$ cat src/uwcp_pkg.sv
// uwcp_pkg: offsets, field positions and reset values of the write-only control plane
// assumes a byte-addressed word map: each printed offset is a register index, byte address = 4*index
package uwcp_pkg;
    // register indices as printed
    localparam logic [5:0] IDX_TIMER_RELOAD = 6'h01;
    localparam logic [5:0] IDX_TIMER_PRESCALE = 6'h02;
    localparam logic [5:0] IDX_POWER_DOWN = 6'h03;
    localparam logic [5:0] IDX_WATCHDOG_KICK = 6'h04;
    localparam logic [5:0] IDX_KEYSCAN_MASK = 6'h05;
    localparam logic [5:0] IDX_FACTORY_TEST = 6'h0f;
    localparam logic [5:0] IDX_USB_IRQ_EN = 6'h11;
    localparam logic [5:0] IDX_MISC_IRQ_EN = 6'h12;
    localparam logic [5:0] IDX_EP0_TX_BASE = 6'h18;
    localparam logic [5:0] IDX_EP1_TX_BASE = 6'h20;
    localparam logic [5:0] IDX_EP2_TX_BASE = 6'h28;
    // status word of our own: block state readable over the bus
    localparam logic [5:0] IDX_STATUS = 6'h30;
    // address width in bits
    localparam int ADDR_W = 8;
    localparam int ADDR_LSB = 2;
    // field positions
    localparam int PSC_W = 4;
    localparam int TEST_W = 4;
    localparam int USB_IE_LSB = 2;
    localparam int USB_IE_W = 6;
    localparam int KBD_MODE_BIT = 4;
    localparam int MISC_IE_W = 4;
    localparam int USB_SRC_N = 6;
    localparam int MISC_SRC_N = 4;
    // reset values
    localparam logic [7:0] RST_BYTE = 8'h00;
    // prescaler: one base tick every two instruction cycles
    localparam int BASE_DIV = 2;
    localparam logic [3:0] PSC_BYPASS = 4'h8;
    localparam int PSC_CNT_W = 8;
    localparam logic [31:0] UNMAPPED_READ = 32'h0000_0000;
endpackage

$ cat src/uwcp_top.sv
// uwcp_top: write-only control register plane behind an avalon-mm slave
// assumes clk is the cpu instruction clock; event flags come from engines on the same clock
//
// How it works
// - 8-bit timer reload value, resets zero
// - prescale code picks timer division ratio
// - prescaler base tick every two cycles
// - any write at 0x03 with byte lane 0 enabled enters power-down
// - write at 0x04 clears, enables watchdog
// - mask bit one blocks keyscan line interrupt
// - three 8-byte endpoint transmit buffers
// - six usb interrupt enables at 0x11
// - bit 4 of 0x12 selects keyboard mode
// - bits 3..0 enable resume/kbd/pb0/timer interrupts
//
// Implementation choice: the Avalon-MM register port.
`timescale 1ns/1ps
module uwcp_top (
    // clock and reset
    input wire logic clk,
    input wire logic nrst,
    // avalon-mm slave
    input wire logic [uwcp_pkg::ADDR_W-1:0] avs_address,
    input wire logic avs_read,
    input wire logic avs_write,
    input wire logic [31:0] avs_writedata,
    input wire logic [3:0] avs_byteenable,
    output logic [31:0] avs_readdata,
    output logic avs_waitrequest,
    // timer control
    output logic [7:0] timer_reload_value,
    output logic [3:0] timer_prescale_select,
    output logic timer_tick,
    // power and watchdog
    output logic power_down_req,
    output logic watchdog_clear,
    output logic watchdog_enable,
    // keyboard scan
    output logic [7:0] keyscan_interrupt_mask,
    output logic keyboard_port_mode_select,
    output logic [3:0] factory_test_control,
    // endpoint transmit buffers, 8 bytes each flattened
    output logic [63:0] ep0_transmit_buffer,
    output logic [63:0] ep1_transmit_buffer,
    output logic [63:0] ep2_transmit_buffer,
    // interrupt sources: usb {rc0,tx0,tx1,tx2,reset,suspend}, misc {resume,kbd,pb0,timer}
    input wire logic [uwcp_pkg::USB_SRC_N-1:0] usb_event_pending,
    input wire logic [uwcp_pkg::MISC_SRC_N-1:0] misc_event_pending,
    output logic cpu_irq
);

    logic [5:0] idx;
    logic wr_stb;
    logic rd_stb;
    logic rd_done_r;
    logic [7:0] wbyte;
    logic [5:0] usb_ie_r;
    logic [3:0] misc_ie_r;
    logic wr_reload;
    logic wr_prescale;
    logic wr_power_down;
    logic wr_kick;
    logic wr_keyscan;
    logic wr_test;
    logic wr_usb_ie;
    logic wr_misc_ie;
    logic ep_hit;
    logic [4:0] ep_off;
    logic ep0_wr;
    logic ep1_wr;
    logic ep2_wr;
    logic usb_irq_hit;
    logic misc_irq_hit;
    logic [2:0] div_cnt_r;
    logic base_tick_r;
    logic [uwcp_pkg::PSC_CNT_W-1:0] psc_cnt_r;
    logic [uwcp_pkg::PSC_CNT_W-1:0] psc_limit;

    assign idx = avs_address[uwcp_pkg::ADDR_W-1:uwcp_pkg::ADDR_LSB];
    // byte 0 lane carries the register; other lanes are ignored
    assign wbyte = avs_writedata[7:0];
    assign wr_stb = avs_write & avs_byteenable[0];
    assign rd_stb = avs_read & ~rd_done_r;

    // one strobe per register; writes to undefined offsets match none
    assign wr_reload = wr_stb && idx == uwcp_pkg::IDX_TIMER_RELOAD;
    assign wr_prescale = wr_stb && idx == uwcp_pkg::IDX_TIMER_PRESCALE;
    assign wr_power_down = wr_stb && idx == uwcp_pkg::IDX_POWER_DOWN;
    assign wr_kick = wr_stb && idx == uwcp_pkg::IDX_WATCHDOG_KICK;
    assign wr_keyscan = wr_stb && idx == uwcp_pkg::IDX_KEYSCAN_MASK;
    assign wr_test = wr_stb && idx == uwcp_pkg::IDX_FACTORY_TEST;
    assign wr_usb_ie = wr_stb && idx == uwcp_pkg::IDX_USB_IRQ_EN;
    assign wr_misc_ie = wr_stb && idx == uwcp_pkg::IDX_MISC_IRQ_EN;

    // the three buffers sit back to back, so the offset picks buffer and byte
    assign ep_hit = idx >= uwcp_pkg::IDX_EP0_TX_BASE && idx < uwcp_pkg::IDX_STATUS;
    assign ep_off = 5'(idx - uwcp_pkg::IDX_EP0_TX_BASE);
    assign ep0_wr = wr_stb && ep_hit && ep_off[4:3] == 2'h0;
    assign ep1_wr = wr_stb && ep_hit && ep_off[4:3] == 2'h1;
    assign ep2_wr = wr_stb && ep_hit && ep_off[4:3] == 2'h2;

    // a source interrupts only while its flag is pending and its enable is set
    assign usb_irq_hit = |(usb_event_pending & usb_ie_r);
    assign misc_irq_hit = |(misc_event_pending & misc_ie_r);

    // writes finish in the request cycle; reads take one wait cycle for a registered answer
    assign avs_waitrequest = avs_read & ~rd_done_r;

    always_ff @(posedge clk or negedge nrst) begin
        if (!nrst) begin
            rd_done_r <= 1'b0;
        end else begin
            rd_done_r <= rd_stb;
        end
    end

    // reads return only status; control state is never touched by a read
    always_ff @(posedge clk or negedge nrst) begin
        if (!nrst) begin
            avs_readdata <= 32'h0000_0000;
        end else if (rd_stb) begin
            if (idx == uwcp_pkg::IDX_STATUS) begin
                avs_readdata <= {16'h0000, 2'h0, usb_event_pending, misc_event_pending,
                                 2'h0, watchdog_enable, power_down_req};
            end else begin
                avs_readdata <= uwcp_pkg::UNMAPPED_READ;
            end
        end
    end

    always_ff @(posedge clk or negedge nrst) begin
        if (!nrst) begin
            timer_reload_value <= uwcp_pkg::RST_BYTE;
        end else if (wr_reload) begin
            timer_reload_value <= wbyte;
        end
    end

    always_ff @(posedge clk or negedge nrst) begin
        if (!nrst) begin
            timer_prescale_select <= 4'h0;
        end else if (wr_prescale) begin
            timer_prescale_select <= wbyte[uwcp_pkg::PSC_W-1:0];
        end
    end

    // power-down holds until reset; the wake logic lives outside this block
    always_ff @(posedge clk or negedge nrst) begin
        if (!nrst) begin
            power_down_req <= 1'b0;
        end else if (wr_power_down) begin
            power_down_req <= 1'b1;
        end
    end

    always_ff @(posedge clk or negedge nrst) begin
        if (!nrst) begin
            watchdog_clear <= 1'b0;
            watchdog_enable <= 1'b0;
        end else begin
            watchdog_clear <= wr_kick;
            if (wr_kick) begin
                watchdog_enable <= 1'b1;
            end
        end
    end

    always_ff @(posedge clk or negedge nrst) begin
        if (!nrst) begin
            keyscan_interrupt_mask <= uwcp_pkg::RST_BYTE;
        end else if (wr_keyscan) begin
            keyscan_interrupt_mask <= wbyte;
        end
    end

    // non-zero values are passed through untouched; keeping it zero is up to software
    always_ff @(posedge clk or negedge nrst) begin
        if (!nrst) begin
            factory_test_control <= 4'h0;
        end else if (wr_test) begin
            factory_test_control <= wbyte[uwcp_pkg::TEST_W-1:0];
        end
    end

    always_ff @(posedge clk or negedge nrst) begin
        if (!nrst) begin
            usb_ie_r <= 6'h00;
        end else if (wr_usb_ie) begin
            usb_ie_r <= wbyte[uwcp_pkg::USB_IE_LSB +: uwcp_pkg::USB_IE_W];
        end
    end

    always_ff @(posedge clk or negedge nrst) begin
        if (!nrst) begin
            misc_ie_r <= 4'h0;
            keyboard_port_mode_select <= 1'b0;
        end else if (wr_misc_ie) begin
            misc_ie_r <= wbyte[uwcp_pkg::MISC_IE_W-1:0];
            keyboard_port_mode_select <= wbyte[uwcp_pkg::KBD_MODE_BIT];
        end
    end

    // each buffer takes its byte slot from the low offset bits
    uwcp_ep_buf #(
        .DEPTH(8)
    ) ep0_buf_i (
        .clk(clk),
        .nrst(nrst),
        .wr_en(ep0_wr),
        .wr_sel(ep_off[2:0]),
        .wr_byte(wbyte),
        .contents(ep0_transmit_buffer)
    );

    uwcp_ep_buf #(
        .DEPTH(8)
    ) ep1_buf_i (
        .clk(clk),
        .nrst(nrst),
        .wr_en(ep1_wr),
        .wr_sel(ep_off[2:0]),
        .wr_byte(wbyte),
        .contents(ep1_transmit_buffer)
    );

    uwcp_ep_buf #(
        .DEPTH(8)
    ) ep2_buf_i (
        .clk(clk),
        .nrst(nrst),
        .wr_en(ep2_wr),
        .wr_sel(ep_off[2:0]),
        .wr_byte(wbyte),
        .contents(ep2_transmit_buffer)
    );

    // base tick every two instruction cycles
    always_ff @(posedge clk or negedge nrst) begin
        if (!nrst) begin
            div_cnt_r <= 3'h0;
            base_tick_r <= 1'b0;
        end else begin
            base_tick_r <= div_cnt_r == 3'(uwcp_pkg::BASE_DIV - 1);
            div_cnt_r <= (div_cnt_r == 3'(uwcp_pkg::BASE_DIV - 1)) ? 3'h0 : div_cnt_r + 3'h1;
        end
    end

    // code n<8 divides by 2^(n+1), code 8 bypasses; codes above 8 treated as bypass
    always_comb begin
        if (timer_prescale_select >= uwcp_pkg::PSC_BYPASS) begin
            psc_limit = 8'h00;
        end else begin
            psc_limit = 8'((9'h002 << timer_prescale_select[2:0]) - 9'h001);
        end
    end

    always_ff @(posedge clk or negedge nrst) begin
        if (!nrst) begin
            psc_cnt_r <= 8'h00;
            timer_tick <= 1'b0;
        end else if (base_tick_r) begin
            timer_tick <= psc_cnt_r >= psc_limit;
            psc_cnt_r <= (psc_cnt_r >= psc_limit) ? 8'h00 : psc_cnt_r + 8'h01;
        end else begin
            timer_tick <= 1'b0;
        end
    end

    always_ff @(posedge clk or negedge nrst) begin
        if (!nrst) begin
            cpu_irq <= 1'b0;
        end else begin
            cpu_irq <= usb_irq_hit | misc_irq_hit;
        end
    end

endmodule

// one endpoint transmit buffer: a byte-wide write port, all bytes visible at once
module uwcp_ep_buf #(
    parameter int DEPTH = 8
) (
    // clock and reset
    input wire logic clk,
    input wire logic nrst,
    // byte write port
    input wire logic wr_en,
    input wire logic [$clog2(DEPTH)-1:0] wr_sel,
    input wire logic [7:0] wr_byte,
    // buffer contents, byte k at bits 8k+7:8k
    output logic [8*DEPTH-1:0] contents
);

    logic [7:0] mem_r [0:DEPTH-1];

    // buffer bytes carry no reset value; cleared anyway so outputs are never unknown
    always_ff @(posedge clk or negedge nrst) begin
        if (!nrst) begin
            for (int i = 0; i < DEPTH; i++) begin
                mem_r[i] <= 8'h00;
            end
        end else if (wr_en) begin
            mem_r[wr_sel] <= wr_byte;
        end
    end

    always_comb begin
        for (int i = 0; i < DEPTH; i++) begin
            contents[8*i +: 8] = mem_r[i];
        end
    end

endmodule

$ cat config.mk
export PLATFORM = sky130hd
export DESIGN_NAME = uwcp_top
export DESIGN_NICKNAME = d
export VERILOG_FILES = /design/src/uwcp_pkg.sv /design/src/uwcp_top.sv
export SDC_FILE = /design/constraint.sdc
export NUM_CORES = 1
export LEC_CHECK = 0
export BUFFER_PORTS_ARGS = -buffer_cell sky130_fd_sc_hd__clkbuf_2
export CAP_MARGIN = 0
export CORE_MARGIN = 1.5
export CORE_UTILIZATION = 50
export DETAILED_ROUTE_END_ITERATION = 10
export GPL_ROUTABILITY_DRIVEN = 0
export PLACE_DENSITY = 0.78
export REMOVE_ABC_BUFFERS = 1
export SKIP_CTS_REPAIR_TIMING = 1
export SLEW_MARGIN = 5
export SYNTH_ARGS = -nofsm -noshare
export SYNTH_HDL_FRONTEND = slang
export SYNTH_SLANG_ARGS = --single-unit
export TNS_END_PERCENT = 50
$ cat constraint.sdc
create_clock -name clk -period 4.02 [get_ports clk]
set_clock_uncertainty 0.2 [all_clocks]
set_input_delay 0.402 -clock clk [delete_from_list [all_inputs] [get_ports clk]]
set_output_delay 0.402 -clock clk [all_outputs]
set_load 0.005 [all_outputs]
Word-level counts from Yosys, hierarchy flattened
Index checks and enable logic that the tools add are counted.
{"block": "classes", "add_sub_neg": 4, "magnitude_cmp": 6, "n_eq_ne": 12, "shifts": 1, "mux": 10, "n_bitwise": 7, "reduce_logical": 17}
{"operator": "$bwmux W64", "count": 3}
{"operator": "$demux W8 S3", "count": 1}
{"operator": "$mux W8", "count": 3}
{"operator": "$logic_and A1 B1 Y1", "count": 14}
{"operator": "$mux W14", "count": 1}
{"operator": "$eq A6 B2 Y1 const B", "count": 2}
{"operator": "$eq A6 B3 Y1 const B", "count": 2}
{"operator": "$eq A6 B5 Y1 const B", "count": 2}
{"operator": "$add A8 B1 Y8 const B", "count": 1}
{"operator": "$ge A4 B4 Y1 const B", "count": 2}
{"operator": "$ge A8 B8 Y1", "count": 1}
{"operator": "$shl A2 B3 Y8 const A", "count": 1}
{"operator": "$sub A8 B1 Y8 const B", "count": 1}
{"operator": "$and A6 B6 Y6", "count": 1}
{"operator": "$eq A6 B1 Y1 const B", "count": 1}
{"operator": "$eq A6 B4 Y1 const B", "count": 1}
{"operator": "$eq A6 B6 Y1 const B", "count": 1}
{"operator": "$ge A6 B5 Y1 const B", "count": 1}
{"operator": "$lt A6 B6 Y1 const B", "count": 1}
{"operator": "$reduce_or A6 Y1", "count": 1}
{"operator": "$sub A5 B5 Y5 const B", "count": 1}
{"operator": "$and A4 B4 Y4", "count": 1}
{"operator": "$lt A4 B1 Y1 const B", "count": 1}
{"operator": "$not A3 Y4", "count": 1}
{"operator": "11 further kinds", "count": 12}
{"block": "totals", "regBits": 277, "input_bits": 58, "output_inout_bits": 255, "word_cells": 98}

Logic depth before layout (Yosys ltp)
Gate-level depths: netlist (run 1).
{"block": "depth", "ltp_word": 7, "depth_mapped": 15, "depth_no_buf": 13}

By module
Synthesis (run 1) repeated with hierarchy kept, for this count alone.
{"block": "unflattened", "hier_cells": 677, "area_unflattened_um2": 10407.5}
{"mod": "uwcp_ep_buf", "n_inst": 3, "cells_each": 143, "area_each_um2": 2452.4, "seq_area_each_um2": 1601.5}
{"mod": "uwcp_top", "n_inst": 1, "cells_each": 248, "area_each_um2": 3050.4, "seq_area_each_um2": 1626.6}

Worst setup path before layout (run 1)
Ideal clock, no wire load.
{"block": "synth_timing", "kind": "register to register", "startpoint": "reg timer_prescale_select[0]", "endpoint": "reg psc_cnt_r[4] (netlist name)", "setup_ns": 0.123, "arrival_time_ns": 2.815, "required_time_ns": 3.697, "setup_slack_ns": 0.883, "path_stages_with_launch": 13, "path_buffers": 2, "synth_period_minus_slack_ns": 3.137, "cell_sequence": "dfrtp_1 > or3_1 > ha_1 > clkbuf_1 > xor2_1 > o31ai_1 > nand2_1 > ha_1 > nand2_1 > o41ai_2 > and2_0 > clkbuf_1 > nor2_1"}
{"block": "synth_between", "elab_chain_cells": 5, "elab_cells_between_ends": 6, "classes_between": "1 x add/sub; 2 x order compare; 1 x shift; 2 x mux"}
{"element": "start: declaration", "line_no": "uwcp_top.sv:32", "text": "output logic [3:0] timer_prescale_select,"}
{"element": "start signal: assignment", "line_no": "uwcp_top.sv:143", "text": "timer_prescale_select <= wbyte[uwcp_pkg::PSC_W-1:0];"}
{"element": "$shl A2 B3 Y8", "line_no": "uwcp_top.sv:253", "text": "psc_limit = 8'((9'h002 << timer_prescale_select[2:0]) - 9'h001);"}
{"element": "$sub A8 B1 Y8", "line_no": "uwcp_top.sv:253"}
{"element": "$mux W8 *", "line_no": "uwcp_top.sv:250", "text": "if (timer_prescale_select >= uwcp_pkg::PSC_BYPASS) begin"}
{"element": "$ge A8 B8 Y1 *", "line_no": "uwcp_top.sv:263", "text": "psc_cnt_r <= (psc_cnt_r >= psc_limit) ? 8'h00 : psc_cnt_r + 8'h01;"}
{"element": "$mux W8 *", "line_no": "uwcp_top.sv:263"}
{"element": "end signal: assignment", "line_no": "uwcp_top.sv:263"}
{"element": "end: declaration", "line_no": "uwcp_top.sv:76", "text": "logic [uwcp_pkg::PSC_CNT_W-1:0] psc_cnt_r;"}
Mark *: on every way between the ends. The rest lies on a longest branch, timed or not.
A chain may end at the register's enable or synchronous reset.

Worst setup path in the final report (run 1)
{"block": "layout_timing", "startpoint": "reg timer_prescale_select[0]", "endpoint": "reg psc_cnt_r[5] (netlist name)"}
Same word-level chain as after synthesis.

==> results.tsv, run 1 <==
metric	value	unit
final_antenna_net_count	0	
hold_end	watchdog_clear	
final.min_clock_period	3.37	ns
yosys.area.top_type	dfrtp_1	
setup_violations	0	
r2r-start	timer_prescale_select[0]	
boundaryPins	313	
r2r_end	psc_cnt_r[5]	
dp_slack	0.680	ns
rr_worst_depth	10	
start_kind	flip-flop	
drt_wl_total	25400	um
critPathMaxFanout	8	
synth_top_area_share	61.7	%
synth_common_cells	257 x dfrtp_1, 212 x mux2_2, 24 x clkbuf_1	
port_buffers	263	
final_nets	1037	
worst_ep_arrival_time	3.58	ns
syn_area_per_cell	15.0	um^2
worstSkewPairLatency	0.53	ns
fin_ws	0.649	ns
clk_pin_slew	0.06	ns
die_h	147	um
synth_seq_area_share	61.7	%
via_count	6649	
dieArea	21700	um^2
hold_depth	2	
drc	0	
grt_overflow	0	
syn_inst	695	
h-tree-depth	1	
drv_slew	0	
startpoint	timer_prescale_select[0]	
first_global_vias	6816	
grt_max_degree	92	
outcome	completed	
vias_per_cell	5.29	
synthArstFlopShare	100	%
first_pass_iters	4	
regToRegSetupSlack	0.65	ns
fin_crit_sh	83.9	%
antenna_found_initial	1	
clockBufferDepth	3	
synth-seq-cells	257	
power.density	476	nW/um^2
synth_area_leaders	dfrtp_1 62%, mux2_2 23%, buf_4 1.6%	
core_area	20400	um^2
synth_edf_count	0	
hp-start	avs_address[5]	
yosys_warnings	0	
ir_worst_vdd	0.362	mV
required	4.23	ns
leakage	6.89	nW
start_util	51.2	%
fmax	0.297	GHz
num_rows	52	
drt_iter0_markers	176	
synth_flop_cell	dfrtp_1	
drive_gt1_share	57.0	%
rsz0062_at_grt	no	
worst_hold_path_type	primary input to flip-flop	
cts_made_buffers	28	
finalHoldViolCount	0	
drv_cap	0	
area_delta_synth_final	23.8	%
end_kind	flip-flop	
synthDistinctLibCells	55	
grt_pass1_wl	39400	um
die_w	147	um
maxSlewHeadroom	41.8	%
root_buffer	clkbuf_16	
cts_tree	yes	
worst_pin_slew	0.873	ns
synth_most_common_cell	dfrtp_1	
wl_per_cell	20.2	um
clock-sinks	257	
synth_area	10400	um^2
fin_tns_setup	0	ns
worstSetupPathType	flip-flop to flip-flop	
hpwlAfterDp	16700	um
nFillCells	1529	
grtUsageTotal	23.2	%
==> per-stage QoR <==
| stage | instance area, um^2 | util (%) | instances | total power, W | hold WS, ns |
|---|---|---|---|---|---|
| after global placement | 11900 | 58.4 | 1198 | 0.00369 | 0.239 |
| after floorplan | 10200 | - | 660 | 0.00330 | -0.0936 |
| final | 12900 | 63.4 | 1257 | 0.00614 | 0.0226 |
| after CTS | 12800 | 62.8 | 1245 | 0.00619 | -0.307 |
| after global routing | 12900 | 63.4 | 1257 | 0.00641 | 0.0349 |
| after detailed placement | 11900 | 58.4 | 1198 | 0.00372 | 0.252 |
==> worst max-delay path by stage <==
| stage | slack [ns] | cells after the start | end |
|---|---|---|---|
| 6_report | 0.65 | 10 | psc_cnt_r[5] |
| 4_1_cts | 0.64 | 10 | psc_cnt_r[6] |
| 5_1_grt | 0.46 | 10 | psc_cnt_r[4] |
| 3_3_place_gp | 0.76 | 10 | psc_cnt_r[4] |
| 2_1_floorplan | 1.01 | 10 | psc_cnt_r[4] |
| 3_5_place_dp | 0.68 | 10 | psc_cnt_r[6] |
==> kinds of logic (layout without fill, tap and decap cells) <==
| group | after synthesis | count (layout) | synth area share, % |
|---|---|---|---|
| simple gates | 95 | 95 | 5.74 |
| compound gates | 35 | 35 | 2.62 |
| mux | 227 | 227 | 24.8 |
| other cells | 1 | 21 | 0.0360 |
| xor+xnor | 7 | 7 | 0.588 |
| fa+ha+maj | 10 | 10 | 1.20 |
| buf+inv | 63 | 335 | 3.27 |
| flops | 257 | 257 | 61.7 |
==> area by class of cell <==
| class | count | area (um^2) | area share, % |
|---|---|---|---|
| Inverter | 9 | 33.8 | 0.262 |
| Antenna cell | 1 | 2.50 | 0.0194 |
| Tap cell | 270 | 338 | 2.62 |
| Clock inverter | 10 | 116 | 0.902 |
| Timing Repair Buffer | 279 | 1490 | 11.5 |
| Sequential cell | 257 | 6430 | 49.8 |
| Multi-Input combinational cell | 394 | 3720 | 28.8 |
| Clock buffer | 37 | 774 | 6.00 |
==> worst max-delay path, cell delays in order, from the launching register on <==
cell and delay, ns:
dfrtp_1 0.46, or3_1 0.43, ha_1 0.28, xor2_1 0.17
o31ai_1 0.22, nand2_1 0.09, ha_1 0.30, nand2_1 0.08
o41ai_2 0.59, and2_0 0.34, nor2_1 0.08
==> cells in the final DEF (no fill, tap or decap), types with 3 or more instances in the layout <==
master	n
mux2_4	9
clkbuf_1	5
o21ai_0	5
a22o_1	13
nor2_2	11
clkbuf_8	4
buf_4	4
nor2_1	10
dlygate4sd3_1	11
mux2_1	6
a22oi_1	3
nand3_1	5
clkbuf_16	28
dfrtp_1	257
inv_1	9
ha_1	10
a21oi_1	3
nand3b_1	3
nor3_1	7
conb_1	20
nor2_4	9
nand2_1	23
clkbuf_2	262
xor2_1	4
xnor2_1	3
clkinv_2	5
nand2b_1	4
mux2_2	212
==> registers in the layout (all words and copies together), names as in the netlist <==
name / cells
watchdog_clear: 1
power_down_req: 1
timer_prescale_select: 4
timer_tick: 1
watchdog_enable: 1
cpu_irq: 1
misc_ie_r: 4
psc_cnt_r: 8
keyscan_interrupt_mask: 8
avs_readdata: 12
keyboard_port_mode_select: 1
usb_ie_r: 6
rd_done_r: 1
ep1_buf_i.contents: 64
ep2_buf_i.contents: 64
timer_reload_value: 8
factory_test_control: 4
ep0_buf_i.contents: 64
base_tick_r: 1
div_cnt_r: 3
==> report_power, final <==
group	internal, W	leakage [nW]	total, W	switching [W]
Combinational	0.000364	2.97	0.000739	0.000375
Sequential	0.00280	3.49	0.00294	0.000133
Clock	0.00147	0.435	0.00247	0.000993
Total	0.00464	6.89	0.00614	0.00150
==> per-layer routing <==
| layer | up-vias | GRT usage (%) | share of wire (%) | wire [um] |
|---|---|---|---|---|
| met4 | 0 | 5.55 | 1.9 | 490 |
| li1 | 2958 | - | - | - |
| met3 | 38 | 5.15 | 5.9 | 1490 |
| met2 | 225 | 39.2 | 49 | 12500 |
| met5 | - | 0 | 0 | 0 |
| met1 | 3428 | 30.7 | 43 | 10900 |
(Power assumes the default switching activity.)
==> run 2: changes to the inputs <==
==> constraint.sdc (replaced) <==
create_clock -name clk -period 3.41 [get_ports clk]
set_clock_uncertainty 0.2 [all_clocks]
set_input_delay 0.341 -clock clk [delete_from_list [all_inputs] [get_ports clk]]
set_output_delay 0.341 -clock clk [all_outputs]
set_load 0.005 [all_outputs]
==> results.tsv, run 2 (synthesis results as in run 1) <==
metric	value	unit	change
outcome	completed		unchanged
hold_end	power_down_req		was watchdog_clear
worstSetupPathType	flip-flop to flip-flop		unchanged
grt_pass1_wl	39400	um	about the same
leakage	6.93	nW	was 6.89 nW
drive_gt1_share	56.8	%	was 57.0%
h-tree-depth	1		unchanged
final_nets	1041		was 1,037
pwr-share-comb	12.2	%	was 12.0%
fin_util	63.6	%	was 63.4%
cts_tree	yes		unchanged
p_int	0.00554	W	was 0.00464 W
rr_worst_depth	11		was 10
dieArea	21700	um^2	unchanged
die_w	147	um	unchanged
final.min_clock_period	3.18	ns	was 3.37 ns
r2r_end	psc_cnt_r[4]		was psc_cnt_r[5]
nFillCells	1511		was 1,529
clockPowerShare	40.4	%	was 40.2%
drt_wl_total	25300	um	was 25,400 um
cts_made_buffers	27		was 28
worst_hold_path_type	primary input to flip-flop		unchanged
start_util	51.2	%	unchanged
worstSkewPairLatency	0.52	ns	was 0.53 ns
via_count	6691		was 6,649
p_sw	0.00176	W	was 0.00150 W
p_total	0.00730	W	was 0.00614 W
die_h	147	um	unchanged
grt_overflow	0		unchanged
root_buffer	clkbuf_16		unchanged
antenna_found_initial	0		was 1
path_depth	11		was 10
p_seq_share	47.4	%	was 47.8%
port_buffers	263		unchanged
start_kind	flip-flop		unchanged
first_pass_iters	7		was 4
worst_pin_slew	0.874	ns	was 0.873 ns
final_cell_mix	262 x clkbuf_2, 257 x dfrtp_1, 212 x mux2_2		unchanged
r2r-start	timer_prescale_select[0]		unchanged
power.density	564	nW/um^2	was 476 nW/um^2
clockBufferDepth	3		unchanged
boundaryPins	313		unchanged
clk_pin_slew	0.06	ns	about the same
vias_per_cell	5.30		was 5.29
core_area	20400	um^2	unchanged
maxSlewHeadroom	41.7	%	was 41.8%
ir_worst_vdd	0.435	mV	was 0.362 mV
crit_family	simple AND/OR/NAND/NOR gates		unchanged
fin_tns_setup	0	ns	unchanged
drc	0		unchanged
fmax	0.315	GHz	was 0.297 GHz
hpwlAfterDp	16800	um	was 16,700 um
hold_depth	3		was 2
crit_buf_inv	1		was 0
hp-start	avs_address[7]		was avs_address[5]
drt_iter0_markers	284		was 176
finalHoldViolCount	0		unchanged
cp_cell_sequence	or3_1 -> ha_1 -> xor2_1 -> o31ai_1 -> nand2_1 -> ha_1 -> nand2_1 -> o41ai_2 -> buf_4 -> and2_0 -> nor2_1		was or3_1 -> ha_1 -> xor2_1 -> o31ai_1 -> nand2_1 -> ha_1 -> nand2_1 -> o41ai_2 -> and2_0 -> nor2_1
num_rows	52		unchanged
critPathSlowestCell	dfrtp_1		was o41ai_2
clock-sinks	257		unchanged
end_kind	flip-flop		unchanged
area_delta_synth_final	24.3	%	was 23.8%
regToRegSetupSlack	0.23	ns	was 0.65 ns
diodes	0		was 1
drv_cap	0		unchanged
critPathMaxFanout	8		unchanged
worst_ep_arrival_time	3.38	ns	was 3.58 ns
setup_violations	0		unchanged
grt_max_degree	104		was 92
required	3.61	ns	was 4.23 ns
slowest_delay	0.46	ns	was 0.59 ns
fin_crit_sh	93.2	%	was 83.9%
final_antenna_net_count	0		unchanged
wl_per_cell	20.0	um	was 20.2 um
drv_slew	0		unchanged
rsz0062_at_grt	no		unchanged
first_global_vias	6793		was 6,816
final_common_cell	clkbuf_2		unchanged
p_sw_share	24.1	%	was 24.5%
grtUsageTotal	23.3	%	was 23.2%
-- run 2: cell count changes in the layout (fill, tap and decap cells not counted), sizes merged --
cell,previous run,this run
buf,6,8
bufinv,2,3
clkbuf,299,301
clkinvlp,2,0
diode,1,0
dlygate4sd3,11,14
inv,9,10
-- run 2: per-stage QoR --
stage	instances	worst slack [ns]	cell area (um^2)	hold WS, ns
finish	1263	0.233	13000	0.134
global placement	1200	0.348	11900	0.225
detailed placement	1200	0.221	11900	0.232
CTS	1249	0.224	12800	-0.318
floorplan	660	0.401	10200	-0.155
global route	1263	0.0361	13000	0.121
-- run 2: worst reg2reg max path, stage by stage (launching register included) --
cell	delay, ns
dfrtp_1	0.46
or3_1	0.44
ha_1	0.28
xor2_1	0.17
o31ai_1	0.20
nand2_1	0.09
ha_1	0.30
nand2_1	0.08
o41ai_2	0.31
buf_4	0.19
and2_0	0.26
nor2_1	0.08
-- run 2: worst max path at each step --
stage / to / from
2_1_floorplan: psc_cnt_r[4] / timer_prescale_select[0]
3_3_place_gp: psc_cnt_r[4] / timer_prescale_select[0]
3_5_place_dp: psc_cnt_r[4] / timer_prescale_select[0]
4_1_cts: psc_cnt_r[4] / timer_prescale_select[0]
5_1_grt: psc_cnt_r[6] / timer_prescale_select[0]
6_report: psc_cnt_r[4] / timer_prescale_select[0]
-- run 2: final cells by class --
type	instances	area (um^2)	share of cell area, %
Timing Repair Buffer	284	1530	11.8
Multi-Input combinational cell	394	3720	28.7
Inverter	9	33.8	0.261
Clock buffer	39	771	5.95
Clock inverter	10	129	0.995
Sequential cell	257	6430	49.6
Tap cell	270	338	2.61
-- run 2: metal layers --
| metal | track usage (%) | up-vias | wire (um) |
|---|---|---|---|
| met5 | 0 | - | 0 |
| met1 | 30.7 | 3451 | 10700 |
| met4 | 5.55 | 0 | 453 |
| met2 | 39.7 | 234 | 12700 |
| li1 | - | 2971 | - |
| met3 | 4.69 | 35 | 1460 |
-- run 2: power by group through the flow --
stage,Sequential (W),Clock [W],Combinational (W)
floorplan,0.00351,0,0.000381
global placement,0.00350,0,0.000862
detailed placement,0.00351,0,0.000883
CTS,0.00346,0.00303,0.000893
global route,0.00350,0.00314,0.000981
finish,0.00346,0.00295,0.000894
